[src/perf_monitor_consts.svh]
// offsets, field positions, reset values and interrupt bit positions of the performance-monitor counter bank
`ifndef PERF_MONITOR_CONSTS_SVH
`define PERF_MONITOR_CONSTS_SVH

// ****************************************************************
// register offsets within one channel (low 12 bits of the address)
// ****************************************************************
`define OFS_EXCESS_ZERO_COUNT_HIGH 12'h910
`define OFS_EXCESS_ZERO_COUNT_LOW 12'h911
`define OFS_SIGNALLING_FCS_CTRL1 12'h912
`define OFS_SIGNALLING_FCS_CTRL2 12'h913
`define OFS_SIGNALLING_FCS_CTRL3 12'h914
`define OFS_LAPD_TWO_FCS_ERRORS 12'h91C
`define OFS_LAPD_THREE_FCS_ERRORS 12'h92C
`define OFS_IRQ_STATUS 12'h930
`define OFS_IRQ_MASK 12'h931
`define OFS_BUCKET_LEAK_PERIOD 12'h932

// ****************************************************************
// field positions and reset values
// ****************************************************************
`define EXCESS_ZERO_HIGH_MSB 15
`define EXCESS_ZERO_HIGH_LSB 8
`define COUNT8_RESET 8'h00
`define COUNT16_RESET 16'h0000
`define LEAK_PERIOD_RESET 8'hFF
`define IRQ_RESET 8'h00

// interrupt status bit positions
`define IRQ_BIT_EXCESS_ZERO 0
`define IRQ_BIT_SIGNALLING_FCS 1
`define IRQ_BIT_LAPD_TWO 2
`define IRQ_BIT_LAPD_THREE 3
`define IRQ_BIT_SATURATED 4

`endif

[src/perf_monitor_pkg.sv]
// types shared by the performance-monitor counter bank
package perf_monitor_pkg;

   typedef logic [7:0] byte_type;
   typedef logic [15:0] word_type;

   typedef enum logic [1:0]
   {
      RD_IDLE = 2'b00,
      RD_HIGH_DONE = 2'b01
   } read_phase_type;

endpackage

[src/perf_monitor_counters.sv]
// per-channel performance-monitor error counter bank with register port and interrupt
// Contract
// count receive excessive zero violations in a 16-bit accumulator since last read
// reading excessive zero bytes returns count and restarts it from zero
// upper byte bits 15..8 readable at channel offset 0x910
// lower byte bits 7..0 readable at channel offset 0x911
// host reads upper byte before lower byte to get and clear count
// each signalling controller has an 8-bit leaky-bucket FCS counter, clear on read, resets zero
// signalling FCS counters for controllers one to three at 0x912, 0x913, 0x914
// 8-bit counter at 0x91C counts second LAPD controller FCS errors
// 8-bit counter at 0x92C counts third LAPD controller FCS errors
// reading a LAPD FCS counter returns value and clears it; both reset zero
// upper-byte read captures lower byte for a consistent following lower read
// counters saturate at maximum instead of wrapping
//
// Decided for this implementation: the plain strobed port.
`timescale 1ns/10ps
`include "perf_monitor_consts.svh"
module perf_monitor_counters
   import perf_monitor_pkg::*;
#(
   parameter int NUM_SIGNALLING = 3
)
(
   input wire logic clk,
   input wire logic resetn,
   input wire logic excess_zero_event,
   input wire logic [NUM_SIGNALLING-1:0] signalling_fcs_event,
   input wire logic lapd_two_fcs_event,
   input wire logic lapd_three_fcs_event,
   input wire logic leak_tick,
   input wire logic [15:0] addr,
   input wire logic [7:0] wdata,
   input wire logic wr,
   input wire logic rd,
   output logic [7:0] rdata,
   output logic irq
);

   // ****************************************************************
   // address decode: the top nibble selects the channel and is ignored
   // ****************************************************************
   logic [11:0] ofs;
   logic rd_high;
   logic rd_low;
   logic rd_lapd_two;
   logic rd_lapd_three;
   logic rd_status;
   logic wr_status;
   logic wr_mask;
   logic wr_leak;
   logic [NUM_SIGNALLING-1:0] rd_sig;

   assign ofs = addr[11:0];
   assign rd_high = rd && (ofs == `OFS_EXCESS_ZERO_COUNT_HIGH);
   assign rd_low = rd && (ofs == `OFS_EXCESS_ZERO_COUNT_LOW);
   assign rd_lapd_two = rd && (ofs == `OFS_LAPD_TWO_FCS_ERRORS);
   assign rd_lapd_three = rd && (ofs == `OFS_LAPD_THREE_FCS_ERRORS);
   assign rd_status = rd && (ofs == `OFS_IRQ_STATUS);
   assign wr_status = wr && (ofs == `OFS_IRQ_STATUS);
   assign wr_mask = wr && (ofs == `OFS_IRQ_MASK);
   assign wr_leak = wr && (ofs == `OFS_BUCKET_LEAK_PERIOD);

   genvar gi;
   generate
      for (gi = 0; gi < NUM_SIGNALLING; gi++)
      begin : g_sig_dec
         assign rd_sig[gi] = rd && (ofs == (`OFS_SIGNALLING_FCS_CTRL1 + 12'(gi)));
      end
   endgenerate

   // ****************************************************************
   // counters
   // ****************************************************************
   word_type ez_count;
   logic ez_sat;
   byte_type lapd_two_count;
   byte_type lapd_three_count;
   logic lapd_two_sat;
   logic lapd_three_sat;
   byte_type sig_count [NUM_SIGNALLING];
   logic [NUM_SIGNALLING-1:0] sig_sat;
   logic leak_pulse;

   // the live counter clears on the upper read; the lower byte is served from the snapshot
   sat_counter #(.WIDTH(16)) u_excess_zero
   (
      .clk(clk),
      .resetn(resetn),
      .event_in(excess_zero_event),
      .clear(rd_high),
      .count(ez_count),
      .saturated(ez_sat)
   );

   sat_counter #(.WIDTH(8)) u_lapd_two
   (
      .clk(clk),
      .resetn(resetn),
      .event_in(lapd_two_fcs_event),
      .clear(rd_lapd_two),
      .count(lapd_two_count),
      .saturated(lapd_two_sat)
   );

   sat_counter #(.WIDTH(8)) u_lapd_three
   (
      .clk(clk),
      .resetn(resetn),
      .event_in(lapd_three_fcs_event),
      .clear(rd_lapd_three),
      .count(lapd_three_count),
      .saturated(lapd_three_sat)
   );

   generate
      for (gi = 0; gi < NUM_SIGNALLING; gi++)
      begin : g_sig
         leaky_bucket u_bucket
         (
            .clk(clk),
            .resetn(resetn),
            .event_in(signalling_fcs_event[gi]),
            .leak_tick(leak_pulse),
            .clear(rd_sig[gi]),
            .count(sig_count[gi]),
            .saturated(sig_sat[gi])
         );
      end
   endgenerate

   // ****************************************************************
   // register state
   // ****************************************************************
   typedef struct packed
   {
      byte_type low_snap;
      read_phase_type phase;
      byte_type rdata;
      byte_type status;
      byte_type mask;
      byte_type leak_period;
      byte_type leak_cnt;
      logic leak_pulse;
   } state_type;

   state_type state_q;
   state_type state_d;
   byte_type events;

   always_comb
   begin
      events = `IRQ_RESET;
      events[`IRQ_BIT_EXCESS_ZERO] = excess_zero_event;
      events[`IRQ_BIT_SIGNALLING_FCS] = |signalling_fcs_event;
      events[`IRQ_BIT_LAPD_TWO] = lapd_two_fcs_event;
      events[`IRQ_BIT_LAPD_THREE] = lapd_three_fcs_event;
      events[`IRQ_BIT_SATURATED] = ez_sat | lapd_two_sat | lapd_three_sat | (|sig_sat);
   end

   always_comb
   begin
      state_d = state_q;
      state_d.rdata = 8'h00;
      state_d.leak_pulse = 1'b0;

      // leak divider: one tick per (leak_period+1) external leak ticks
      if (leak_tick)
      begin
         if (state_q.leak_cnt >= state_q.leak_period)
         begin
            state_d.leak_cnt = 8'h00;
            state_d.leak_pulse = 1'b1;
         end
         else
         begin
            state_d.leak_cnt = state_q.leak_cnt + 8'h01;
         end
      end

      if (rd_high)
      begin
         state_d.rdata = ez_count[`EXCESS_ZERO_HIGH_MSB:`EXCESS_ZERO_HIGH_LSB];
         state_d.low_snap = ez_count[7:0];
         state_d.phase = RD_HIGH_DONE;
      end
      else if (rd_low)
      begin
         // without a prior upper read the snapshot holds 00; software must keep the order
         state_d.rdata = state_q.low_snap;
         state_d.low_snap = `COUNT8_RESET;
         state_d.phase = RD_IDLE;
      end
      else if (rd_lapd_two)
      begin
         state_d.rdata = lapd_two_count;
      end
      else if (rd_lapd_three)
      begin
         state_d.rdata = lapd_three_count;
      end
      else if (rd_status)
      begin
         state_d.rdata = state_q.status;
      end
      else if (rd && (ofs == `OFS_IRQ_MASK))
      begin
         state_d.rdata = state_q.mask;
      end
      else if (rd && (ofs == `OFS_BUCKET_LEAK_PERIOD))
      begin
         state_d.rdata = state_q.leak_period;
      end
      else
      begin
         for (int i = 0; i < NUM_SIGNALLING; i++)
         begin
            if (rd_sig[i])
            begin
               state_d.rdata = sig_count[i];
            end
         end
      end

      if (wr_mask)
      begin
         state_d.mask = wdata;
      end
      if (wr_leak)
      begin
         state_d.leak_period = wdata;
      end

      // write-one-to-clear; a new event in the same cycle wins
      state_d.status = (state_q.status & ~(wr_status ? wdata : 8'h00)) | events;
   end

   always_ff @(posedge clk)
   begin
      if (!resetn)
      begin
         state_q.low_snap <= `COUNT8_RESET;
         state_q.phase <= RD_IDLE;
         state_q.rdata <= 8'h00;
         state_q.status <= `IRQ_RESET;
         state_q.mask <= `IRQ_RESET;
         state_q.leak_period <= `LEAK_PERIOD_RESET;
         state_q.leak_cnt <= 8'h00;
         state_q.leak_pulse <= 1'b0;
      end
      else
      begin
         state_q <= state_d;
      end
   end

   assign leak_pulse = state_q.leak_pulse;
   assign rdata = state_q.rdata;
   assign irq = |(state_q.status & state_q.mask);

endmodule // perf_monitor_counters

[src/sat_counter.sv]
// saturating clear-on-read event counter
`timescale 1ns/10ps
module sat_counter
   import perf_monitor_pkg::*;
#(
   parameter int WIDTH = 8
)
(
   input wire logic clk,
   input wire logic resetn,
   input wire logic event_in,
   input wire logic clear,
   output logic [WIDTH-1:0] count,
   output logic saturated
);

   typedef struct packed
   {
      logic [WIDTH-1:0] cnt;
   } state_type;

   state_type state_q;
   state_type state_d;

   always_comb
   begin
      state_d = state_q;
      if (clear)
      begin
         // an event in the clearing cycle is kept as the first count
         state_d.cnt = event_in ? WIDTH'(1) : '0;
      end
      else if (event_in && (state_q.cnt != {WIDTH{1'b1}}))
      begin
         state_d.cnt = state_q.cnt + WIDTH'(1);
      end
   end

   always_ff @(posedge clk)
   begin
      if (!resetn)
      begin
         state_q <= '0;
      end
      else
      begin
         state_q <= state_d;
      end
   end

   assign count = state_q.cnt;
   assign saturated = event_in && (state_q.cnt == {WIDTH{1'b1}}) && !clear;

endmodule // sat_counter

[src/leaky_bucket.sv]
// leaky-bucket error counter: rises on errors, drains one step per leak period
`timescale 1ns/10ps
module leaky_bucket
   import perf_monitor_pkg::*;
(
   input wire logic clk,
   input wire logic resetn,
   input wire logic event_in,
   input wire logic leak_tick,
   input wire logic clear,
   output byte_type count,
   output logic saturated
);

   typedef struct packed
   {
      byte_type cnt;
   } state_type;

   state_type state_q;
   state_type state_d;

   always_comb
   begin
      state_d = state_q;
      if (clear)
      begin
         state_d.cnt = event_in ? 8'h01 : `COUNT8_RESET;
      end
      else if (event_in && !leak_tick)
      begin
         if (state_q.cnt != 8'hFF)
         begin
            state_d.cnt = state_q.cnt + 8'h01;
         end
      end
      else if (leak_tick && !event_in && (state_q.cnt != 8'h00))
      begin
         // leak: a bucket slowly empties while errors are sparse
         state_d.cnt = state_q.cnt - 8'h01;
      end
   end

   always_ff @(posedge clk)
   begin
      if (!resetn)
      begin
         state_q.cnt <= `COUNT8_RESET;
      end
      else
      begin
         state_q <= state_d;
      end
   end

   assign count = state_q.cnt;
   assign saturated = event_in && !leak_tick && !clear && (state_q.cnt == 8'hFF);

endmodule // leaky_bucket

[config.mk]
export PLATFORM = sky130hd
export DESIGN_NAME = perf_monitor_counters
export DESIGN_NICKNAME = d
export VERILOG_FILES = /design/src/perf_monitor_pkg.sv /design/src/perf_monitor_counters.sv /design/src/sat_counter.sv /design/src/leaky_bucket.sv
export VERILOG_INCLUDE_DIRS = /design/src
export SDC_FILE = /design/constraint.sdc
export NUM_CORES = 1
export LEC_CHECK = 0
export BUFFER_PORTS_ARGS = -buffer_cell sky130_fd_sc_hd__buf_2
export CORE_MARGIN = 1
export CORE_UTILIZATION = 55
export CTS_CLUSTER_DIAMETER = 40
export CTS_CLUSTER_SIZE = 20
export DETAILED_ROUTE_END_ITERATION = 10
export HOLD_SLACK_MARGIN = 0.1
export PLACE_DENSITY = 0.71
export SYNTH_ARGS = -nofsm -noshare
export SYNTH_HDL_FRONTEND = slang
export SYNTH_HIERARCHICAL = 1
export SYNTH_SLANG_ARGS = --single-unit
[constraint.sdc]
create_clock -name clk -period 6 [get_ports clk]
set_clock_uncertainty 0.05 [all_clocks]
set_input_delay 1.2 -clock clk [delete_from_list [all_inputs] [get_ports clk]]
set_output_delay 1.2 -clock clk [all_outputs]
set_load 0.03 [all_outputs]
Yosys cells after proc, flatten, opt, wreduce, memory -nomap -nowiden

Index checks and enable logic that the tools add are counted.

Output and inout bits: 9
Word-level logic and storage cells: 158
Flip-flop bits (word level): 105
Bits of input ports: 35

Mux-type cells: 38
$add $sub $neg: 10
Reductions and logical operators: 64
Bitwise operators: 7
Equality and inequality tests: 25
$lt $le $gt $ge: 1

Operators with widths:

| kind                    | number |
|---|---|
| $mux W8                 | 27 |
| $eq A12 B12 Y1 const B  | 10 |
| $add A8 B1 Y8 const B   | 6 |
| $eq A8 B8 Y1 const B    | 5 |
| $ne A8 B8 Y1 const B    | 5 |
| $logic_and A1 B1 Y1     | 37 |
| $mux W16                | 2 |
| $reduce_bool A8 Y1      | 3 |
| $sub A8 B1 Y8 const B   | 3 |
| $mux W18                | 1 |
| $add A16 B1 Y16 const B | 1 |
| $and A8 B8 Y8           | 2 |
| $eq A16 B16 Y1 const B  | 1 |
| $ne A16 B16 Y1 const B  | 1 |
| $logic_not A1 Y1        | 10 |
| $mux W10                | 1 |
| $ne A3 B1 Y1 const B    | 3 |
| $reduce_bool A3 Y1      | 3 |
| $ge A8 B8 Y1            | 1 |
| $not A8 Y8              | 1 |
| $or A8 B5 Y8            | 1 |
| $reduce_and A2 Y1       | 4 |
| $reduce_bool A2 Y1      | 4 |
| $reduce_or A8 Y1        | 1 |
| other kinds (3)         | 12 |

Longest topological paths before layout

Gate-level depths: netlist of run 1.

Depth in word-level cells: 12
Gate-level depth with buffers: 11
Gate-level depth less buffers: 8

Hierarchy

Netlist of run 1, hierarchy kept.

Modules (own cells, without submodules):

| module                         | area each (sq um) | cells each | sequential area each (sq um) | instances |
|---|---|---|---|---|
| perf_monitor_counters          | 3216.8            | 402        | 980.9                        | 1 |
| leaky_bucket                   | 703.2             | 80         | 160.2                        | 3 |
| sat_counter (u_lapd_three ...) | 437.9             | 51         | 160.2                        | 2 |
| sat_counter (u_excess_zero)    | 873.3             | 108        | 320.3                        | 1 |

Worst setup path before layout of run 1

OpenSTA, ideal clock, no wires.

Kind: input -> register
Start point: input port addr[5]
End point: register state_q[29] (netlist bit)
Stages on the path: 10
Data arrival time: 3.544 ns
Required time: 5.825 ns
Slack: 2.281 ns
Path through: buf_6 -> or4b_4 -> buf_6 -> nor3b_4 -> and2_1 -> buf_2 -> or2b_1 -> nor4_4 -> or4_1 -> o41a_1

Longest elaborated chain between the ends: 8
Elaborated cells between the ends (all ways): 37

Ends and longest elaborated chain:

| what                             | line                         | text |
|---|---|---|
| start, declared                  | perf_monitor_counters.sv:32  | `input wire logic [15:0] addr,` |
| $eq A12 B12 Y1                   | perf_monitor_counters.sv:68  | `` assign rd_sig[gi] = rd && (ofs == (`OFS_SIGNALLING_FCS_CTRL1 + 12'(gi))); `` |
| $logic_and A1 B1 Y1              | perf_monitor_counters.sv:68  |  |
| named net rd_sig[2]              | perf_monitor_counters.sv:52  | `logic [NUM_SIGNALLING-1:0] rd_sig;` |
| $logic_not A1 Y1                 | leaky_bucket.sv:57           | `assign saturated = event_in && !leak_tick && !clear && (state_q.cnt == 8'hFF);` |
| $logic_and A1 B1 Y1 (2 in a row) | leaky_bucket.sv:57           |  |
| named net sig_sat[2]             | perf_monitor_counters.sv:82  | `logic [NUM_SIGNALLING-1:0] sig_sat;` |
| $reduce_or A3 Y1                 | perf_monitor_counters.sv:158 | `` events[`IRQ_BIT_SATURATED] = ez_sat \| lapd_two_sat \| lapd_three_sat \| (\|sig_sat); `` |
| $or A1 B1 Y1                     | perf_monitor_counters.sv:158 |  |
| $or A8 B5 Y8                     | perf_monitor_counters.sv:235 | `state_d.status = (state_q.status & ~(wr_status ? wdata : 8'h00)) \| events;` |
| end signal, assigned             | perf_monitor_counters.sv:253 | `state_q <= state_d;` |
| end, declared                    | perf_monitor_counters.sv:147 | `state_type state_q;` |

The timed path passes the listed nets, and every way through them passes these cells.
A chain may end at the register's enable or synchronous reset.

Worst setup path after layout of run 1

Ends and elaborated chain as after synthesis.

==> results of run 1 <==
[placed cells by master, fill, tap and decap left out, drive strengths merged, types with 25 or more instances in the layout]
cell,synthesis,routed
mux2i,35,35
ha,30,30
nand3,25,25
dfxtp,105,105
a211oi,28,28
nand2,78,78
buf,21,42
nor2b,51,51
o21ai,44,44
inv,40,41
nor2,46,46
a21oi,54,54
[stage by stage]
stage	setup WS (ns)	area (µm²)
final	2.31	7600
after global routing	2.19	7600
after CTS	2.34	7600
after detailed placement	1.96	7290
after global placement	2.03	7290
after floorplan	2.28	7080
[synth_stat cells, types with 9 or more instances]
library cell,number,share of area (%)
nor3_1,21,1.5
o21ai_0,39,2.8
a22oi_1,15,1.6
xor2_1,9,1.1
nand2b_1,24,2.1
nand4_1,15,1.3
nand2_1,78,4.1
nand3_1,22,1.6
o22ai_1,15,1.3
o31ai_1,12,1.3
mux2i_1,35,5.0
a211oi_1,28,3.0
ha_1,30,5.3
o21a_1,12,1.3
nor2b_1,51,4.5
nor2_1,46,2.4
dfxtp_1,105,30
inv_1,39,2.1
clkbuf_1,15,0.80
or4_1,11,1.2
buf_2,9,0.64
a21oi_1,54,3.8
[state kept, by name, indices dropped and copies added, names as in the netlist]
register	count
u_lapd_three/count	8
g_sig.u_bucket/count	24
leak_pulse	1
u_lapd_two/count	8
rdata	8
u_excess_zero/count	16
state_q	40
[final cells by class]
cell class / instances / area share (%)
multi-input cells: 668 / 60.6
clock inverters: 4 / 1.00
flip-flops and latches: 105 / 27.7
repair buffers: 42 / 2.87
well taps: 172 / 2.83
inverters: 40 / 1.98
clock buffers: 11 / 3.06
[path summary, 6_finish.rpt]
| check | from | to | slack (ns) | cells after the start |
|---|---|---|---|---|
| worst max register to register | leak_pulse | g_sig[0].u_bucket/count[7] | 3.43 | 7 |
| worst min-delay path | state_q[31] | state_q[31] | 0.41 | 2 |
| worst min register to register | state_q[31] | state_q[31] | 0.41 | 2 |
| worst max-delay path | addr[5] | state_q[29] | 2.31 | 8 |
[worst min-delay path, stage by stage (launching register included)]
cell     delay (ns)
dfxtp_1        0.33
nand2_1        0.06
a21oi_1        0.03
[power by group]
part	total [W]	switching (W)	leakage, nW	internal, W
clock	0.000632	0.000266	0.146	0.000365
sequential	0.000770	0.0000455	0.854	0.000725
combinational	0.000277	0.000153	1.80	0.000124
[routing by layer]
metal	routed length (µm)	part of all wire [%]
met2	8790	48
met3	745	4.0
met1	8470	46
met4	425	2.3
met5	8	0.043
[cells by family (layout without fill, tap and decap cells)]
group / count (synthesis) / after routing / share of synthesized area [%]
flip-flops: 105 / 105 / 29.7
multiplexers: 36 / 36 / 5.11
adder cells (fa/ha/maj): 33 / 33 / 6.15
XOR/XNOR: 15 / 15 / 1.86
AND/OR/NAND/NOR: 332 / 332 / 27.2
AO/OA/AOI/OAI: 252 / 252 / 24.7
buffers and inverters: 79 / 97 / 5.25
==> flow_summary.ini, run 1 <==
[routing]
post_drt_wl_per_cell_um = 17.7
remaining_drc_errors = 0
drt_iter0_markers = 553
via_per_inst = 6.23
totalWireLength_um = 18400
drtPass1Iterations = 5
drt.antenna.violating_nets = 0
vias = 6491

[yosys]
ys_ff_latch = 105
synth_flop_cell = dfxtp_1
syn-cell-area_um2 = 7080
syn_nets = 920
synth-edff-count = 0
ys_seq_area_share_pct = 29.7
async_flop_share_pct = 0
synthDistinctLibCells = 80
syn_avg_cell_area_um2 = 8.30
yosys_warnings = 6
netlist_instances = 852

[worst_setup_path]
startpoint_type = input pin
crit_chain = buf_2 > or4b_4 > nor3b_4 > and2_1 > or2b_1 > nor4_4 > or4_1 > o41a_1
crit_buf_inv = 1
max_stage_delay_ns = 0.62
worstSetupEndpointType = flip-flop
crit_slowest_cell = or4b_4
worstSetupPathType = in -> reg
crit_fanout = 10
crit_arrival_ns = 3.88
crit_family = simple AND/OR/NAND/NOR gates
required_ns = 6.19

[power_and_ir_drop]
total_power_w = 0.00168
power_density_nw_per_um2 = 221
leakage_nw = 2.80
ir_worst_vdd_mv = 0.160

[global_route]
use_met1_pct = 35.9
use_met3_pct = 4.81
grt_pass1_vias = 5990
grt_max_degree = 56
grt_usage_pct = 28.4
top_usage_layer = met2
grt_overflow = 0
grt_pass1_wl_um = 29700
antenna_found_initial = 1
grt_use_met2_pct = 48.6

[flow_run]
cap_violations = 0

[cts]
clk_path_buf_depth = 2
postCtsSetupBuffers = 0
cts_hold_buf = 0
cts-root-buf = clkbuf_16
clk_transition_reported_paths_ns = 0.07
clock-sinks = 105
cts_buffers = 9
cts_tree = built
clock_latency_ns = 0.36
htree_levels = 3
ctsResizeCount = 0

[final_layout]
nets = 934
syn_to_final_growth_pct = 7.36
diodes = 0
fin_cells = 1042
ff_latch_area_um2 = 2100
multi_input_comb_area_um2 = 4600
drive_gt1_share_pct = 10.0
fillers = 1130
final_core_util_pct = 60.4

[floorplanning]
num_rows = 41
die_h_um = 115
io-pin-count = 44
die-area_um2 = 13300
initial_core_util_pct = 56.3
core_area_um2 = 12600
die_w_um = 115

[place]
finalWeightedCongestion = 0.950
dp_hpwl_um = 13900
placed_cells = 1027
numPortBuffers = 39

[timing]
tns_ns = 0
fin_crit_sh_pct = 61.4
fin_crit_ns = 3.69
worst_pin_slew_ns = 0.786
whs_ns = 0.413
setup_viol_count_final = 0
finalHoldViolCount = 0
report.final.slew_viol_count = 0
rsz0062_at_grt = no
timing.slew.headroom_pct = 47.2
max_freq_mhz = 271

[run_status]
status = finished clean

[hold_path]
hold_class = reg -> reg
Note: power is estimated with default switching activity, not from simulation.
==> inputs of run 2 (changes only) <==
==> constraint.sdc (replaced) <==
create_clock -name clk -period 3.8 [get_ports clk]
set_clock_uncertainty 0.05 [all_clocks]
set_input_delay 0.76 -clock clk [delete_from_list [all_inputs] [get_ports clk]]
set_output_delay 0.76 -clock clk [all_outputs]
set_load 0.03 [all_outputs]
==> flow_summary.ini, run 2 (synthesized netlist as in run 1, its figures left out) <==
[timing]
report.final.slew_viol_count = 0
worst_pin_slew_ns = 0.834
rsz0062_at_grt = no
tns_ns = 0
whs_ns = 0.417
fin_crit_ns = 2.89
timing.final.ws_setup_ns = 0.913
max_freq_mhz = 346
fin_crit_sh_pct = 76.0
setup_viol_count_final = 0
timing.slew.headroom_pct = 43.9
finalHoldViolCount = 0

[routing]
post_drt_wl_per_cell_um = 17.8
totalWireLength_um = 18600
vias = 6629
drt_iter0_markers = 584
drt.antenna.violating_nets = 0
drtPass1Iterations = 6
via_per_inst = 6.32
remaining_drc_errors = 0

[global_route]
grt_pass1_wl_um = 29700
grt_usage_pct = 28.5
grt_overflow = 0
antenna_found_initial = 0
grt_pass1_vias = 5877
grt_max_degree = 63

[worst_setup_path]
worstSetupEndpointType = flip-flop
worstSetupPathType = in -> reg
required_ns = 4.00
crit_fanout = 10
startpoint_type = input pin
crit_arrival_ns = 3.09

[floorplanning]
die_w_um = 115
io-pin-count = 44
initial_core_util_pct = 56.3
die_h_um = 115
core_area_um2 = 12600
num_rows = 41
die-area_um2 = 13300

[run_status]
status = finished clean

[cts]
clock-sinks = 105
ctsResizeCount = 0
clock_latency_ns = 0.37
cts-root-buf = clkbuf_16
cts_buffers = 9
cts_hold_buf = 0
clk_transition_reported_paths_ns = 0.08
postCtsSetupBuffers = 0
clk_path_buf_depth = 2
cts_tree = built
htree_levels = 3

[power_and_ir_drop]
total_power_w = 0.00260
power_density_nw_per_um2 = 341
p_comb_share_pct = 17.1
intPower_w = 0.00181
switching_power_w = 0.000795
ir_worst_vdd_mv = 0.252
seqPwrFrac_pct = 46.8
leakage_nw = 2.83
power_frac_clock_pct = 36.1
netSwitchingFraction_pct = 30.6

[final_layout]
largest_reg_flops = 40
top_register = state_q
syn_to_final_growth_pct = 7.89
final_common_cell = dfxtp_1
layout_common_cells = 105 x dfxtp_1, 78 x nand2_1, 54 x a21oi_1
drive_gt1_share_pct = 10.9
nets = 940
diodes = 0

[place]
numPortBuffers = 39
finalWeightedCongestion = 0.971
dp_hpwl_um = 13900
dp_slack_ns = 0.556

[hold_path]
hold_class = reg -> reg

[flow_run]
cap_violations = 0
-- run 2: changes by cell type in the layout (fill, tap and decap cells not counted) --
| cell | delta |
|---|---|
| buf_4 | +6 |
| clkinv_4 | +3 |
| bufinv_16 | -2 |
| clkbuf_1 | -2 |
| clkinv_8 | +2 |
| clkinvlp_4 | -1 |
| inv_6 | +1 |
-- run 2: path summary, 6_finish.rpt --
path | start | end | slack (ns) | cells past startpoint
max | addr[5] | state_q[29] | 0.91 | 8
min | state_q[31] | state_q[31] | 0.42 | 2
min reg2reg | state_q[31] | state_q[31] | 0.42 | 2
max reg2reg | leak_pulse | g_sig[2].u_bucket/count[7] | 1.18 | 7
-- run 2: stage by stage --
step	std cells	util (%)	cell area [µm²]
finish	1049	60.7	7630
global route	1049	60.7	7630
CTS	1049	60.7	7630
detailed placement	1033	58.3	7330
global placement	1033	58.3	7330
floorplan	852	-	7080
-- run 2: per-layer routing --
| layer | wire (µm) | global-route usage, % | up-vias | share of wire [%] |
|---|---|---|---|---|
| met1 | 8200 | 36.3 | 3170 | 44 |
| met3 | 940 | 5.60 | 39 | 5.0 |
| met4 | 511 | 11.4 | 0 | 2.7 |
| met2 | 8970 | 47.3 | 214 | 48 |
| li1 | - | - | 3206 | - |
| met5 | 0 | 0 | - | 0 |
-- run 2: power groups by stage --
stage	registers (W)	clock network, W	logic, W
after CTS	0.00121	0.000959	0.000440
after detailed placement	0.00124	0	0.000438
after floorplan	0.00121	0	0.000343
after global routing	0.00122	0.000997	0.000496
after global placement	0.00124	0	0.000415
final	0.00122	0.000941	0.000445
-- run 2: cell type report --
cell class / instances / area (µm²)
clock inverters: 7 / 76.3
well taps: 172 / 215
multi-input cells: 668 / 4600
clock buffers: 9 / 225
repair buffers: 48 / 263
inverters: 40 / 150
flip-flops and latches: 105 / 2100
fillers: 1170 / 4930
-- run 2: critical path, cell delays in order --
cell	delay, ns
buf_2	0.16
or4b_4	0.62
nor3b_4	0.36
and2_1	0.20
or2b_1	0.14
nor4_4	0.06
or4_1	0.41
o41a_1	0.36
==> inputs of run 3 (changes only) <==
==> constraint.sdc (replaced) <==
create_clock -name clk -period 2.75 [get_ports clk]
set_clock_uncertainty 0.05 [all_clocks]
set_input_delay 0.55 -clock clk [delete_from_list [all_inputs] [get_ports clk]]
set_output_delay 0.55 -clock clk [all_outputs]
set_load 0.03 [all_outputs]
==> flow_summary.ini, run 3 (synthesized netlist as in run 1, its figures left out) <==
[run_status]
status = finished clean

[floorplanning]
die_h_um = 115
die_w_um = 115
io-pin-count = 44
core_area_um2 = 12600
initial_core_util_pct = 56.3
num_rows = 41
die-area_um2 = 13300

[worst_setup_path]
crit_family = simple AND/OR/NAND/NOR gates
rrSetupSlack_ns = 0.38
worstSetupEndpointType = flip-flop
startpoint_type = input pin
crit_fanout = 3
cp-startpoint = addr[5]
r2r-start = leak_pulse
crit_slowest_cell = or4b_4
max_stage_delay_ns = 0.57
crit_arrival_ns = 2.72
crit_buf_inv = 1
rr_endpoint = g_sig[1].u_bucket/count[7]
worstSetupPathType = in -> reg
r2r_cells = 7
crit_end = state_q[29]
required_ns = 2.95
crit_chain = buf_2 > or4b_4 > nor3_1 > or2b_1 > nor4_4 > or4_1 > o41a_1
worst-path-stages = 7

[final_layout]
top_register = state_q
syn_to_final_growth_pct = 12.4
largest_reg_flops = 40
layout_common_cells = 105 x dfxtp_1, 78 x nand2_1, 54 x a21oi_1
nets = 981
fin_area_um2 = 7960
drive_gt1_share_pct = 15.0
ff_latch_area_um2 = 2100
final_common_cell = dfxtp_1
final_core_util_pct = 63.3
fillers = 1133
diodes = 0
fin_cells = 1090
multi_input_comb_area_um2 = 4600

[cts]
clock-sinks = 105
cts_tree = built
postCtsSetupBuffers = 0
clock_latency_ns = 0.37
clk_transition_reported_paths_ns = 0.08
ctsResizeCount = 0
cts-root-buf = clkbuf_16
clk_path_buf_depth = 2
cts_hold_buf = 0
cts_buffers = 9
htree_levels = 3

[place]
placed_cells = 1074
place_area_um2 = 7670
dp_hpwl_um = 14700
numPortBuffers = 39
finalWeightedCongestion = 0.909

[routing]
totalWireLength_um = 19100
drt_iter0_markers = 564
drtPass1Iterations = 5
remaining_drc_errors = 0
drt.antenna.violating_nets = 0
vias = 6727
via_per_inst = 6.17
post_drt_wl_per_cell_um = 17.5

[timing]
setup_viol_count_final = 0
fin_crit_ns = 2.51
report.final.slew_viol_count = 0
max_freq_mhz = 398
rsz0062_at_grt = no
worst_pin_slew_ns = 0.811
tns_ns = 0
timing.slew.headroom_pct = 45.5
finalHoldViolCount = 0
fin_crit_sh_pct = 91.4

[global_route]
grt_overflow = 0
grt_pass1_vias = 6158
grt_pass1_wl_um = 30700
grt_max_degree = 62
grt_usage_pct = 29.4
antenna_found_initial = 0

[power_and_ir_drop]
power_density_nw_per_um2 = 451
seqPwrFrac_pct = 46.9
intPower_w = 0.00251
switching_power_w = 0.00108
netSwitchingFraction_pct = 30.1
ir_worst_vdd_mv = 0.416
leakage_nw = 3.04
power_frac_clock_pct = 35.2
p_comb_share_pct = 17.9

[flow_run]
cap_violations = 0

[hold_path]
hold_class = in -> reg
hp-start = wdata[6]
run 3: worst min path at each step:
stage | cells past startpoint | slack (ns) | to
6_report | 2 | 0.33 | state_q[31]
5_1_grt | 2 | 0.33 | state_q[32]
4_1_cts | 2 | 0.32 | state_q[31]
3_5_place_dp | 2 | 0.42 | state_q[10]
3_3_place_gp | 2 | 0.41 | state_q[11]
2_1_floorplan | 2 | 0.38 | state_q[32]
run 3: per-layer routing:
| metal | vias up | wire length (µm) | global-route usage [%] |
|---|---|---|---|
| met3 | 35 | 710 | 4.60 |
| met4 | 0 | 351 | 9.26 |
| met1 | 3241 | 8600 | 36.9 |
| met5 | - | 0 | 0 |
| li1 | 3286 | - | - |
| met2 | 165 | 9430 | 51.6 |
run 3: through the flow:
step           setup WS [ns]  hold WS (ns)  total power (W)
6_report               0.237         0.331          0.00359
5_1_grt                0.185         0.333          0.00376
4_1_cts                0.266         0.323          0.00362
3_5_place_dp          -0.116         0.419          0.00235
3_3_place_gp         -0.0675         0.406          0.00231
2_1_floorplan         -0.292         0.375          0.00215
run 3: layout make-up:
type | instances | area share, %
Clock inverter | 7 | 0.802
Sequential cell | 105 | 26.4
Inverter | 40 | 1.89
Multi-Input combinational cell | 668 | 57.9
Tap cell | 172 | 2.70
Clock buffer | 9 | 2.83
Timing Repair Buffer | 89 | 7.49
run 3: power groups by stage:
| stage | registers [W] | clock network (W) | logic (W) |
|---|---|---|---|
| after floorplan | 0.00168 | 0 | 0.000475 |
| after global placement | 0.00171 | 0 | 0.000601 |
| after detailed placement | 0.00172 | 0 | 0.000636 |
| after CTS | 0.00168 | 0.00130 | 0.000640 |
| after global routing | 0.00169 | 0.00135 | 0.000713 |
| final | 0.00168 | 0.00126 | 0.000644 |
run 3: worst register-to-register path: stages, from the launching register on:
cell      delay, ns
dfxtp_1        0.46
nand2b_1       0.33
ha_1           0.31
a211oi_1       0.35
nor2_1         0.12
a41oi_1        0.30
xnor2_1        0.11
o32ai_1        0.25
